<file path="config.mk">
export PLATFORM = sky130hd
export DESIGN_NAME = lpgm_packet_gen_mon
export DESIGN_NICKNAME = d
export VERILOG_FILES = /design/src/hdl/lpgm_pkg.sv /design/src/hdl/lpgm_packet_gen_mon.sv
export VERILOG_INCLUDE_DIRS = /design/src /design/src/hdl
export SDC_FILE = /design/constraint.sdc
export NUM_CORES = 2
export LEC_CHECK = 0
export ABC_AREA = 1
export BUFFER_PORTS_ARGS = -buffer_cell sky130_fd_sc_hd__buf_2
export CORE_AREA = 3 3 500 502
export CTS_CLUSTER_DIAMETER = 50
export DETAILED_ROUTE_END_ITERATION = 7
export DIE_AREA = 0 0 503 505
export GPL_ROUTABILITY_DRIVEN = 0
export SLEW_MARGIN = 20
export SYNTH_ARGS = -nofsm -noshare
export SYNTH_HDL_FRONTEND = slang
export SYNTH_SLANG_ARGS = --single-unit
export TNS_END_PERCENT = 100
</file>
<file path="constraint.sdc">
create_clock -name clk -period 1.6 [get_ports clk]
set_input_delay 0.4 -clock clk [delete_from_list [all_inputs] [get_ports clk]]
set_output_delay 0.4 -clock clk [all_outputs]
set_load 0.01 [all_outputs]
</file>
<file path="src/hdl/lpgm_defs.svh">
`ifndef LPGM_DEFS_SVH
`define LPGM_DEFS_SVH
// register map (byte addresses, one word each)
`define LPGM_CTRL_OFS      8'h00
`define LPGM_STATUS_OFS    8'h04
`define LPGM_ERROR_OFS     8'h08
`define LPGM_TXCNT_OFS     8'h0c
`define LPGM_RXCNT_OFS     8'h10
// control fields
`define LPGM_CTRL_RESTART  0
`define LPGM_CTRL_SIMPLEX  1
`define LPGM_CTRL_EXTALIGN 2
`define LPGM_CTRL_RECFG    3
// status fields
`define LPGM_ST_GENBUSY    0
`define LPGM_ST_GENDONE    1
`define LPGM_ST_MONBUSY    2
`define LPGM_ST_MONDONE    3
`define LPGM_ST_MONFAIL    4
`define LPGM_ST_LOCKED     5
`define LPGM_ST_ALIGNED    6
// lock-state values
`define LPGM_MUBITS_INIT   8'h00
`define LPGM_LANESTAT_INIT 12'hfff
`define LPGM_INTFSTAT_INIT 1'b1
// pipeline depth on external signals
`define LPGM_SYNC_STAGES   3
`endif

</file>
<file path="src/hdl/lpgm_pkg.sv">
package lpgm_pkg;
    typedef enum logic [3:0] {
        GEN_IDLE, GEN_LOCK, GEN_WAIT_ALIGN, GEN_ENABLE, GEN_INIT,
        GEN_TX0, GEN_TX1, GEN_HOLD, GEN_DONE, GEN_RESTART
    } lpgm_gen_state_t;
    typedef enum logic [3:0] {
        MON_IDLE, MON_LOCK, MON_WAIT_ALIGN, MON_ENABLE, MON_INIT,
        MON_RECEIVE, MON_DONE, MON_REPORT, MON_RESTART
    } lpgm_mon_state_t;
endpackage

</file>
<file path="src/hdl/lpgm_packet_gen_mon.sv">
// Notes on behaviour
// [RL1] generator idles until reset complete
// [RL2] lock state: fixed control values, init low
// [RL3] wait alignment, or external aligned in simplex
// [RL4] enable state sets transmit enable
// [RL5] init until init-complete and ready
// [RL6] first transmit state: start packets, count
// [RL7] ready low in transmit goes hold
// [RL8] second transmit state finishes packet body
// [RL9] hold resumes in originating transmit state
// [RL10] done state raises transmit-done flag
// [RL11] restart clears busy, back to idle
// [RL12] external logic asserts aligned in simplex
// [RL13] monitor idles until reset complete
// [RL14] monitor lock sets locked and busy
// [RL15] wait alignment then enable receive
// [RL16] per-segment data, channel checks; empty count
// [RL17] sticky error until reset; done after all
// [RL18] monitor done sets receive-done flag
// [RL19] report done and failed from error
// [RL20] restart clears, waits registered restart request
// [RL21] reconfig reset high during port access
// [RL22] external signals pass three register stages
// [RL23] restart only while both not busy
// [RL24] generator busy from leaving idle to restart
//
// The address map and register access over AHB-Lite are this design's own decisions.
`timescale 1ns/1ps
`include "lpgm_defs.svh"
module lpgm_packet_gen_mon #(
    parameter int NUM_PKTS  = 16,
    parameter int PKT_BEATS = 4,
    parameter int SEGS      = 4,
    parameter int SEG_W     = 128
) (
    // clock and reset
    input  wire logic                  clk,
    input  wire logic                  arst_n,
    // AHB-Lite slave
    input  wire logic                  hsel,
    input  wire logic [7:0]            haddr,
    input  wire logic [1:0]            htrans,
    input  wire logic                  hwrite,
    input  wire logic [2:0]            hsize,
    input  wire logic [31:0]           hwdata,
    input  wire logic                  hready,
    output logic      [31:0]           hrdata,
    output logic                       hreadyout,
    output logic                       hresp,
    // core status
    input  wire logic                  resetDone,
    input  wire logic                  statRxAligned,
    input  wire logic                  txRdyOut,
    // core transmit control and segmented bus
    output logic                       ctlTxEnable,
    output logic      [7:0]            ctlTxMubits,
    output logic      [11:0]           ctlTxLaneStat,
    output logic                       ctlTxIntfStat,
    output logic                       coreReconfigReset,
    output logic      [SEGS*SEG_W-1:0] txData,
    output logic      [SEGS-1:0]       txEna,
    output logic      [SEGS-1:0]       txSop,
    output logic      [SEGS-1:0]       txEop,
    output logic      [SEGS*4-1:0]     txMty,
    output logic      [SEGS*11-1:0]    txChan,
    // core receive segmented bus
    output logic                       ctlRxEnable,
    input  wire logic [SEGS*SEG_W-1:0] rxData,
    input  wire logic [SEGS-1:0]       rxEna,
    input  wire logic [SEGS-1:0]       rxSop,
    input  wire logic [SEGS-1:0]       rxEop,
    input  wire logic [SEGS*4-1:0]     rxMty,
    input  wire logic [SEGS*11-1:0]    rxChan
);
    ////////////////////////////////////////////////////////////////////////////
    // three-stage input registering
    // per segment: data, ena, sop, eop, four mty bits and eleven channel bits
    localparam int INW = 3 + SEGS * (SEG_W + 18);
    logic [INW-1:0] inPipe [`LPGM_SYNC_STAGES];
    wire  [INW-1:0] inRaw = {resetDone, statRxAligned, txRdyOut,
                             rxData, rxEna, rxSop, rxEop, rxMty, rxChan};
    always_ff @(posedge clk or negedge arst_n)
    begin
        if (!arst_n)
        begin
            for (int i = 0; i < `LPGM_SYNC_STAGES; i++)
                inPipe[i] <= '0;
        end
        else
        begin
            inPipe[0] <= inRaw; // RL22
            for (int i = 1; i < `LPGM_SYNC_STAGES; i++)
                inPipe[i] <= inPipe[i-1];
        end
    end
    wire                   rDone   = inPipe[2][INW-1];
    wire                   rAlign  = inPipe[2][INW-2];
    wire                   rRdy    = inPipe[2][INW-3];
    wire [SEGS*SEG_W-1:0]  rData   = inPipe[2][SEGS*18 +: SEGS*SEG_W];
    wire [SEGS-1:0]        rEna    = inPipe[2][SEGS*17 +: SEGS];
    wire [SEGS-1:0]        rEop    = inPipe[2][SEGS*15 +: SEGS];
    wire [SEGS*4-1:0]      rMty    = inPipe[2][SEGS*11 +: SEGS*4];
    wire [SEGS*11-1:0]     rChan   = inPipe[2][0 +: SEGS*11];

    ////////////////////////////////////////////////////////////////////////////
    // bus slave: zero wait states, always OKAY
    logic        wrPend_reg;
    logic [7:0]  wrAddr_reg;
    logic [3:0]  ctrl_reg;
    logic [2:0]  restartPipe_reg;
    logic [15:0] txCnt_reg;
    logic [15:0] rxCnt_reg;
    logic        genBusy_reg;
    logic        genDone_reg;
    logic        monBusy_reg;
    logic        monDone_reg;
    logic        monFail_reg;
    logic        monLocked_reg;
    logic [SEGS*2:0] errBits_reg;
    wire   addrOk   = hsel && hready && htrans[1];
    wire   restartPulse = wrPend_reg && (wrAddr_reg == `LPGM_CTRL_OFS)
                          && hwdata[`LPGM_CTRL_RESTART];
    wire   restart_req_sync = restartPipe_reg[2];
    wire [31:0] statusWord = {25'h0, rAlign, monLocked_reg, monFail_reg,
                              monDone_reg, monBusy_reg, genDone_reg, genBusy_reg};
    wire [31:0] rdMux =
        (haddr == `LPGM_CTRL_OFS)   ? {28'h0, ctrl_reg} :
        (haddr == `LPGM_STATUS_OFS) ? statusWord :
        (haddr == `LPGM_ERROR_OFS)  ? 32'(errBits_reg) :
        (haddr == `LPGM_TXCNT_OFS)  ? {16'h0, txCnt_reg} :
        (haddr == `LPGM_RXCNT_OFS)  ? {16'h0, rxCnt_reg} : 32'h0;
    always_ff @(posedge clk or negedge arst_n)
    begin
        if (!arst_n)
        begin
            wrPend_reg <= 1'b0;
            wrAddr_reg <= 8'h00;
            hrdata     <= 32'h0;
            hreadyout  <= 1'b1;
            hresp      <= 1'b0;
            ctrl_reg   <= 4'h0;
            restartPipe_reg <= 3'h0;
        end
        else
        begin
            wrPend_reg <= addrOk && hwrite;
            wrAddr_reg <= haddr;
            // no wait states and no error responses: both are held constant
            hreadyout  <= 1'b1;
            hresp      <= 1'b0;
            if (addrOk && !hwrite)
                hrdata <= rdMux;
            if (wrPend_reg && wrAddr_reg == `LPGM_CTRL_OFS)
                ctrl_reg <= {hwdata[3:1], 1'b0};
            // restart only taken while idle; a request during busy is dropped
            restartPipe_reg <= {restartPipe_reg[1:0],
                                restartPulse && !genBusy_reg && !monBusy_reg}; // RL22 RL23
        end
    end
    wire simplexTx = ctrl_reg[`LPGM_CTRL_SIMPLEX];
    wire extAlign  = ctrl_reg[`LPGM_CTRL_EXTALIGN];

    ////////////////////////////////////////////////////////////////////////////
    // packet generator
    lpgm_pkg::lpgm_gen_state_t gState_reg, gState_next, gHeld_reg;
    logic [7:0] beat_reg;
    logic       initDone_reg;
    wire  alignOk  = simplexTx ? extAlign : rAlign; // RL3 RL12
    wire  lastBeat = (beat_reg == 8'(PKT_BEATS - 1));
    wire  allSent  = (txCnt_reg == 16'(NUM_PKTS));
    always_comb
    begin
        gState_next = gState_reg;
        unique case (gState_reg)
            lpgm_pkg::GEN_IDLE:       if (rDone) gState_next = lpgm_pkg::GEN_LOCK; // RL1
            lpgm_pkg::GEN_LOCK:       gState_next = lpgm_pkg::GEN_WAIT_ALIGN;
            lpgm_pkg::GEN_WAIT_ALIGN: if (alignOk) gState_next = lpgm_pkg::GEN_ENABLE; // RL3
            lpgm_pkg::GEN_ENABLE:     gState_next = lpgm_pkg::GEN_INIT;
            lpgm_pkg::GEN_INIT:       if (initDone_reg && rRdy) gState_next = lpgm_pkg::GEN_TX0; // RL5
            lpgm_pkg::GEN_TX0:
                if (allSent) gState_next = lpgm_pkg::GEN_DONE; // RL6
                else if (!rRdy) gState_next = lpgm_pkg::GEN_HOLD; // RL7
                else gState_next = lpgm_pkg::GEN_TX1; // RL6
            lpgm_pkg::GEN_TX1:
                if (!rRdy) gState_next = lpgm_pkg::GEN_HOLD; // RL7
                else if (lastBeat) gState_next = lpgm_pkg::GEN_TX0; // RL8
            lpgm_pkg::GEN_HOLD:       if (rRdy) gState_next = gHeld_reg; // RL9
            lpgm_pkg::GEN_DONE:       gState_next = lpgm_pkg::GEN_RESTART; // RL10
            lpgm_pkg::GEN_RESTART:    gState_next = lpgm_pkg::GEN_IDLE; // RL11
            default:                  gState_next = lpgm_pkg::GEN_IDLE;
        endcase
    end
    // a beat is sent only when the state does not stall on ready
    wire sendSop  = (gState_reg == lpgm_pkg::GEN_TX0) && rRdy && !allSent;
    wire sendBody = (gState_reg == lpgm_pkg::GEN_TX1) && rRdy;
    wire [SEG_W-1:0] pattern = {(SEG_W/16){txCnt_reg}};
    always_ff @(posedge clk or negedge arst_n)
    begin
        if (!arst_n)
        begin
            gState_reg <= lpgm_pkg::GEN_IDLE;
            gHeld_reg  <= lpgm_pkg::GEN_TX0;
            genBusy_reg <= 1'b0;
            genDone_reg <= 1'b0;
            initDone_reg <= 1'b0;
            beat_reg   <= 8'h00;
            txCnt_reg  <= 16'h0;
            ctlTxEnable <= 1'b0;
            ctlTxMubits <= 8'h00;
            ctlTxLaneStat <= 12'h000;
            ctlTxIntfStat <= 1'b0;
            txData <= '0;
            txEna  <= '0;
            txSop  <= '0;
            txEop  <= '0;
            txMty  <= '0;
            txChan <= '0;
        end
        else
        begin
            gState_reg <= gState_next;
            if (gState_next == lpgm_pkg::GEN_HOLD && gState_reg != lpgm_pkg::GEN_HOLD)
                gHeld_reg <= gState_reg; // RL9
            if (gState_reg == lpgm_pkg::GEN_IDLE && rDone)
                genBusy_reg <= 1'b1; // RL24
            else if (gState_reg == lpgm_pkg::GEN_RESTART)
                genBusy_reg <= 1'b0; // RL11 RL24
            if (gState_reg == lpgm_pkg::GEN_LOCK)
            begin
                ctlTxEnable   <= 1'b0; // RL2
                ctlTxMubits   <= `LPGM_MUBITS_INIT;
                ctlTxLaneStat <= `LPGM_LANESTAT_INIT;
                ctlTxIntfStat <= `LPGM_INTFSTAT_INIT;
                initDone_reg  <= 1'b0;
                genDone_reg   <= 1'b0;
            end
            if (gState_reg == lpgm_pkg::GEN_ENABLE)
                ctlTxEnable <= 1'b1; // RL4
            if (gState_reg == lpgm_pkg::GEN_INIT)
            begin
                initDone_reg <= 1'b1; // RL5
                txCnt_reg <= 16'h0;
                beat_reg  <= 8'h00;
            end
            if (gState_reg == lpgm_pkg::GEN_DONE)
                genDone_reg <= 1'b1; // RL10
            txEna <= {SEGS{sendSop || sendBody}};
            txSop <= {{(SEGS-1){1'b0}}, sendSop}; // RL6
            txEop <= {sendBody && lastBeat, {(SEGS-1){1'b0}}}; // RL8
            txMty <= '0;
            txChan <= {SEGS{11'(txCnt_reg)}};
            txData <= {SEGS{pattern}};
            if (sendSop)
                beat_reg <= 8'h01;
            else if (sendBody)
                beat_reg <= beat_reg + 8'h01;
            if (sendBody && lastBeat)
                txCnt_reg <= txCnt_reg + 16'h1; // RL6
        end
    end

    ////////////////////////////////////////////////////////////////////////////
    // packet monitor
    lpgm_pkg::lpgm_mon_state_t mState_reg, mState_next;
    logic [15:0] expCnt_reg;
    wire [SEG_W-1:0] expPat = {(SEG_W/16){expCnt_reg}};
    logic [SEGS*2:0] errNow;
    always_comb
    begin
        errNow = '0;
        for (int s = 0; s < SEGS; s++)
        begin
            errNow[s] = rEna[s] && (rData[s*SEG_W +: SEG_W] != expPat); // RL16
            errNow[SEGS+s] = rEna[s] && (rChan[s*11 +: 11] != 11'(expCnt_reg)); // RL16
        end
        errNow[SEGS*2] = |(rMty & {SEGS{4'hf}}) && |rEna; // RL16
    end
    wire rxActive = (mState_reg == lpgm_pkg::MON_RECEIVE);
    wire pktEnd   = rxActive && rEna[SEGS-1] && rEop[SEGS-1];
    wire allRecv  = (rxCnt_reg == 16'(NUM_PKTS));
    always_comb
    begin
        mState_next = mState_reg;
        unique case (mState_reg)
            lpgm_pkg::MON_IDLE:       if (rDone) mState_next = lpgm_pkg::MON_LOCK; // RL13
            lpgm_pkg::MON_LOCK:       mState_next = lpgm_pkg::MON_WAIT_ALIGN;
            lpgm_pkg::MON_WAIT_ALIGN: if (rAlign) mState_next = lpgm_pkg::MON_ENABLE; // RL15
            lpgm_pkg::MON_ENABLE:     mState_next = lpgm_pkg::MON_INIT;
            lpgm_pkg::MON_INIT:       mState_next = lpgm_pkg::MON_RECEIVE;
            lpgm_pkg::MON_RECEIVE:    if (allRecv) mState_next = lpgm_pkg::MON_DONE; // RL17
            lpgm_pkg::MON_DONE:       mState_next = lpgm_pkg::MON_REPORT; // RL18
            lpgm_pkg::MON_REPORT:     mState_next = lpgm_pkg::MON_RESTART; // RL19
            lpgm_pkg::MON_RESTART:    if (restart_req_sync) mState_next = lpgm_pkg::MON_IDLE; // RL20
            default:                  mState_next = lpgm_pkg::MON_IDLE;
        endcase
    end
    logic rxDoneInt_reg;
    always_ff @(posedge clk or negedge arst_n)
    begin
        if (!arst_n)
        begin
            mState_reg <= lpgm_pkg::MON_IDLE;
            monBusy_reg <= 1'b0;
            monDone_reg <= 1'b0;
            monFail_reg <= 1'b0;
            monLocked_reg <= 1'b0;
            rxDoneInt_reg <= 1'b0;
            ctlRxEnable <= 1'b0;
            errBits_reg <= '0;
            expCnt_reg  <= 16'h0;
            rxCnt_reg   <= 16'h0;
            coreReconfigReset <= 1'b0;
        end
        else
        begin
            mState_reg <= mState_next;
            // software holds this high across port accesses
            coreReconfigReset <= ctrl_reg[`LPGM_CTRL_RECFG]; // RL21
            if (mState_reg == lpgm_pkg::MON_LOCK)
            begin
                monLocked_reg <= 1'b1; // RL14
                monBusy_reg   <= 1'b1;
                monDone_reg   <= 1'b0;
            end
            if (mState_reg == lpgm_pkg::MON_ENABLE)
                ctlRxEnable <= 1'b1; // RL15
            if (mState_reg == lpgm_pkg::MON_INIT)
            begin
                expCnt_reg <= 16'h0;
                rxCnt_reg  <= 16'h0;
            end
            // sticky: only reset clears
            if (rxActive)
                errBits_reg <= errBits_reg | errNow; // RL17
            if (pktEnd)
            begin
                expCnt_reg <= expCnt_reg + 16'h1;
                rxCnt_reg  <= rxCnt_reg + 16'h1;
            end
            if (mState_reg == lpgm_pkg::MON_DONE)
                rxDoneInt_reg <= 1'b1; // RL18
            if (mState_reg == lpgm_pkg::MON_REPORT)
            begin
                monDone_reg <= 1'b1; // RL19
                monFail_reg <= |errBits_reg;
            end
            if (mState_reg == lpgm_pkg::MON_RESTART)
            begin
                monBusy_reg   <= 1'b0; // RL20
                ctlRxEnable   <= 1'b0;
                rxDoneInt_reg <= 1'b0;
            end
        end
    end
endmodule

</file>
; ---- Yosys cells after proc, flatten, opt, wreduce, memory -nomap -nowiden
; Index checks and enable logic that the tools add are counted.
[op_classes]
n_mul = 0
addsub = 4
shifts = 0
n_lt_le_gt_ge = 0
div_mod_pow = 0
n_reduce_logical = 49
mux = 40
bitwise_logic = 1
n_eq_ne = 38
[op_table]
columns = cell, count
row1 = != test 128 bit, 4
row2 = 2-to-1 mux 16 bit, 10
row3 = case mux 4 bit (9 select lines), 2
row4 = "adder 16 x 1 -> 16 bit, second input constant", 3
row5 = 2-to-1 mux 4 bit, 11
row6 = != test 11 bit, 4
row7 = "equality test 4 x 3 -> 1 bit, second input constant", 9
row8 = "equality test 16 x 5 -> 1 bit, second input constant", 2
row9 = logical AND 1 bit, 26
row10 = 2-to-1 mux 8 bit, 3
row11 = nonzero test 2 bit, 9
row12 = "equality test 4 x 2 -> 1 bit, second input constant", 4
row13 = "equality test 8 x 4 -> 1 bit, second input constant", 2
row14 = zero test 8 bit, 2
row15 = OR reduction 16 bit, 1
row16 = 2-to-1 mux 1 bit, 14
row17 = "equality test 4 bit, second input constant", 3
row18 = OR 9 bit, 1
row19 = OR reduction 9 bit, 1
row20 = "adder 8 x 1 -> 8 bit, second input constant", 1
row21 = "equality test 4 x 1 -> 1 bit, second input constant", 2
row22 = "equality test 8 x 2 -> 1 bit, second input constant", 1
row23 = "equality test 8 x 3 -> 1 bit, second input constant", 1
row24 = "equality test 8 x 5 -> 1 bit, second input constant", 1
row25 = other kinds (9), 15
[word_totals]
output_inout_bits = 642
latch_bits = 0
ramBits = 0
reg_bits = 2456
memories = 0
inputBits = 637
mem_bits_ro = 0

; ---- Logic depth before layout (Yosys ltp)
[logic_depth]
ltp_word = 6
ltp_mapped = 14
ltp_nobuf = 13

; ---- Worst setup path before layout
; Ideal clock, no wire load.
[synth_path]
path_kind = register to register
start = reg txCnt_reg[0]
end = reg txCnt_reg[12]
path_slack_ns = 0.060
path_stages_with_launch = 8
required_ns = 1.516
t_arrival_ns = 1.456
period_less_slack_ns = 1.540
path_cell_list = dfrtp_1 > ha_1 > nand3_1 > nor3_1 > nand2_1 > o21ai_0 > o211ai_1 > o21ai_0
[synth_between]
elab_chain_cells = 2
[synth_rtl]
columns = element, line_no
row1 = from (decl), lpgm_packet_gen_mon.sv:111  ; logic [15:0] txCnt_reg;
row2 = from (signal assigned), lpgm_packet_gen_mon.sv:258  ; txCnt_reg <= txCnt_reg + 16'h1;
row3 = adder 16 x 1 -> 16 bit, lpgm_packet_gen_mon.sv:258
row4 = 2-to-1 mux 16 bit, lpgm_packet_gen_mon.sv:257  ; if (sendBody && lastBeat)
; No other way between the ends.
; A chain may end at the register's enable or synchronous reset.

; ---- Final worst setup path
[layout_path]
start = reg expCnt_reg[13]
end = reg errBits_reg[3]
[layout_between]
elab_chain_cells = 3
[layout_rtl]
columns = element, line_no
row1 = from (decl), lpgm_packet_gen_mon.sv:265  ; logic [15:0] expCnt_reg;
row2 = from (signal assigned), lpgm_packet_gen_mon.sv:337  ; expCnt_reg <= expCnt_reg + 16'h1;
row3 = != test 128 bit, lpgm_packet_gen_mon.sv:273  ; errNow[s] = rEna[s] && (rData[s*SEG_W +: SEG_W] != expPat);
row4 = logical AND 1 bit, lpgm_packet_gen_mon.sv:273
row5 = OR 9 bit, lpgm_packet_gen_mon.sv:334  ; errBits_reg <= errBits_reg | errNow;
row6 = to (signal assigned), lpgm_packet_gen_mon.sv:334
row7 = to (decl), lpgm_packet_gen_mon.sv:119  ; logic [SEGS*2:0] errBits_reg;
; No other way between the ends.

==> results.md <==
- Cell at the root of the clock tree: sky130_fd_sc_hd__clkbuf_16
- Yosys warnings: 0
- Floorplan die width: 503 µm
- Largest net degree at the start of global routing: 125
- Gate count after technology mapping: 4620
- CTS Buf Count: 207
- Vias in the first global route: 41684
- Gate power share: 8.4%
- CP Class: register to register
- Seq pwr share: 46.5%
- Critical path required time: 2.31 ns
- Cell type of the slowest stage on the worst timing path: sky130_fd_sc_hd__dfrtp_4
- RSZ-0062 raised after global routing: true
- Clock tree from TritonCTS: done
- Vertical die dimension: 505 µm
- Clock latency of the later-clocked register in the worst-skew pair: 0.85 ns
- Final hold vios: 0
- Cell family with the largest share of critical-path delay: simple AND/OR/NAND/NOR gates
- Maxcap violations: 0
- Post-route minimum period: 2.10 ns
- Total detailed-routing wirelength: 211000 µm
- PD cells: 1260 nW/µm²
- I/O pin cnt: 1279
- Reg clk slew, reported paths: 0.06 ns
- Nets: 7121
- Worst ir drop on vdd: 0.000964 V
- Number of levels in the clock H-tree: 4
- Ratio of routed vias to standard cells: 3.92
- Leading cell type in the layout, fill and taps excluded: sky130_fd_sc_hd__dfrtp_1
- Most frequent cells in the layout: 1854 x sky130_fd_sc_hd__dfrtp_1, 1162 x sky130_fd_sc_hd__buf_2, 766 x sky130_fd_sc_hd__nand2_1
- Post-detailed-route wirelength per cell: 21.3 µm
- Layout Cells excl Fill: 9898
- Area growth from synthesis to layout: 40.5%
- Cell Rows: 182
- Final slew viol count: 0
- Post-DRT Antenna Nets: 0
- Endpoint kind of the worst setup timing path: register
- Arrival @ worst endpoint: 2.81 ns
- Vias: 38849
- Antenna violations before repair: 46
- Share of post-route cells with drive strength above 1: 35.1%
- Worst clock skew: 0.0608 ns
- TritonCTS sink count: 1878
- Initial DRC Count: 2368
- Number of flip-flops in the largest register: 1740
- Setup slack of the critical path after layout: -0.503 ns
- Worst min path class: input port to register
- Dominant cell type by count on the critical path: sky130_fd_sc_hd__nand2_1
- Critical-path maximum fanout: 7
- GRT Overall Usage: 16.3%
- Slew HR: 50.0%
- Post-synth design cell area: 62700 µm²
- Static power due to leakage: 0.0422 µW
- Worst path cell trace: buf_12, buf_12, xnor2_4, nand2_2, nor2_4, buf_6, nand2_8, nor2_2, nand2_1, nor2_1, nand2_1, nand2_1, nand2_1
- Hold slack final: 0.133 ns
- Switching power summed over all nets: 27200 µW
- Crit path largest cell delay: 0.59 ns
- Number of design rule violations left after detail routing: 0
- Core box area: 246000 µm²
- Starting density of the core: 25.5%
- Die footprint: 254000 µm²
- Period Utilization, post-route: 131%
- Worst slack at placement: -1.05 ns
- # setup viols final: 660
- Sum of negative setup slack: -247.98 ns
- Largest register by flop count: inPipe
- Slew at the pin with the worst max-slew slack: 0.750 ns
- Post-Synthesis Mean Instance Area: 13.6 µm²
- Clock share of power: 45.1%
- Switching part of the total: 24.6%
- Maximum count of clock buffers along a single path: 3
- Upper clock frequency limit: 0.476 GHz
- Register area share after synthesis: 75.0%
- Result of the run: finished, violations left
- Power Internal: 83400 µW
- Violated checks: setup timing
- Number of placed instances, taps included: 8815
- Hpwl dp: 151000 µm
- Count of distinct cell types in the synthesized netlist: 53
- GRT overflow: 0
- Startpoint kind of the worst setup timing path: register
- Quantity of I/O buffers inserted on ports: 1191
- Pre-Repair DR Iteration Count: 7
- Number of register bits inferred by synthesis: 1878
- FILL cells: 22909
- Crit path buf inv count: 3
- Wire length of the first global-routing pass: 295000 µm
-- metrics by stage --
| step | utilization, % | area, µm² | total power (µW) |
|---|---|---|---|
| 2_1_floorplan | - | 62800 | 54700 |
| 3_3_place_gp | 29.3 | 72100 | 59600 |
| 3_5_place_dp | 29.3 | 72100 | 59800 |
| 4_1_cts | 35.3 | 86600 | 111000 |
| 5_1_grt | 35.8 | 88000 | 115000 |
| 6_report | 35.8 | 88000 | 111000 |
-- synthesized netlist by cell type, drive strengths merged --
cell	count	area, µm²
o21ai	101	505
a31oi	5	31.3
xor2	44	385
nand3b	3	22.5
clkbuf	3	11.3
nor3	28	176
nand3	60	310
a221oi	2	17.5
conb	2	7.51
and2	1	6.26
nand2	826	3130
inv	237	890
xnor2	360	3150
nor4	14	93.8
nor3b	1	7.51
o22a	1	8.76
nor2	260	1020
a21oi	22	110
clkinv	3	11.3
o22ai	21	131
or2	3	18.8
o31ai	2	15.0
and3b	1	8.76
buf	690	5190
a22oi	3	22.5
ha	6	75.1
dfstp	2	52.6
o41ai	1	8.76
mux2	3	33.8
a211oi	2	15.0
dfrtp	1876	46900
o21bai	1	7.51
o211ai	3	22.5
nand4	27	169
a21boi	1	7.51
a41oi	1	8.76
o32ai	4	35.0
-- worst min-delay path, stage by stage --
cell and delay (ns):
sky130_fd_sc_hd__buf_2 0.10, sky130_fd_sc_hd__nand3_1 0.10, sky130_fd_sc_hd__nor2_1 0.07, sky130_fd_sc_hd__buf_4 0.16
sky130_fd_sc_hd__nand2_1 0.07, sky130_fd_sc_hd__nand2_1 0.04
-- layout make-up --
| type | count | area (µm²) | area share [%] |
|---|---|---|---|
| sequential | 1878 | 47100 | 53.4 |
| timing repair buffer | 2296 | 17600 | 20.0 |
| multi-input combinational | 1855 | 11000 | 12.5 |
| clock buffer | 267 | 5750 | 6.53 |
| tap | 3220 | 4030 | 4.58 |
| clock inverter | 120 | 1610 | 1.82 |
| inverter | 240 | 931 | 1.06 |
| antenna | 22 | 55.1 | 0.0625 |
-- metal layers --
layer / share of wire, % / wire [µm] / global-route usage, %
met1: 38 / 80200 / 18.7
met2: 52 / 110000 / 29.2
met3: 4.6 / 9670 / 2.62
met4: 5.4 / 11500 / 8.33
met5: 0.043 / 90 / 0
-- kinds of logic (layout without fill, tap and decap cells) --
group / count (synthesis) / after routing / synth area share (%)
AOI/OAI and AO/OA: 170 / 170 / 1.51
other: 2 / 70 / 0.0120
adders and majority gates: 6 / 6 / 0.120
muxes: 3 / 3 / 0.0539
xor gates and xnor gates: 404 / 404 / 5.65
DFF: 1878 / 1878 / 75.0
and+or+nand+nor: 1224 / 1224 / 7.92
buffers and inverters: 933 / 2923 / 9.73
-- path summary, 6_finish.rpt --
check	endpoint	slack, ns	depth (start not counted)	from
min in group asynchronous	inPipe[1179]	0.32	3	arst_n
min reg2reg	inPipe[472]	0.31	0	inPipe[1059]
max reg2reg	errBits_reg[3]	-0.50	13	expCnt_reg[13]
max in group asynchronous	inPipe[235]	0.53	4	arst_n
max	errBits_reg[3]	-0.50	13	expCnt_reg[13]
min	hrdata[1]	0.13	6	hready
-- power groups by stage --
stage          registers [µW]  logic, µW  clock network [µW]
3_5_place_dp            52200       7510                   0
4_1_cts                 51400       8910               50700
6_report                51500       9240               49900
5_1_grt                 51700      10100               53000
3_3_place_gp            52200       7410                   0
2_1_floorplan           51700       3000                   0
-- repair_timing --
| item | CTS | global route |
|---|---|---|
| gates cloned | 3 | 5 |
| gates resized for setup | 210 | 200 |
| hold endpoints to repair | 1814 | 0 |
| setup buffers | 30 | 44 |
| setup endpoints to repair | 655 | 677 |
| hold buffers | 596 | 0 |
| pin swaps | 35 | 84 |
Power figures use the tool's default switching activity.
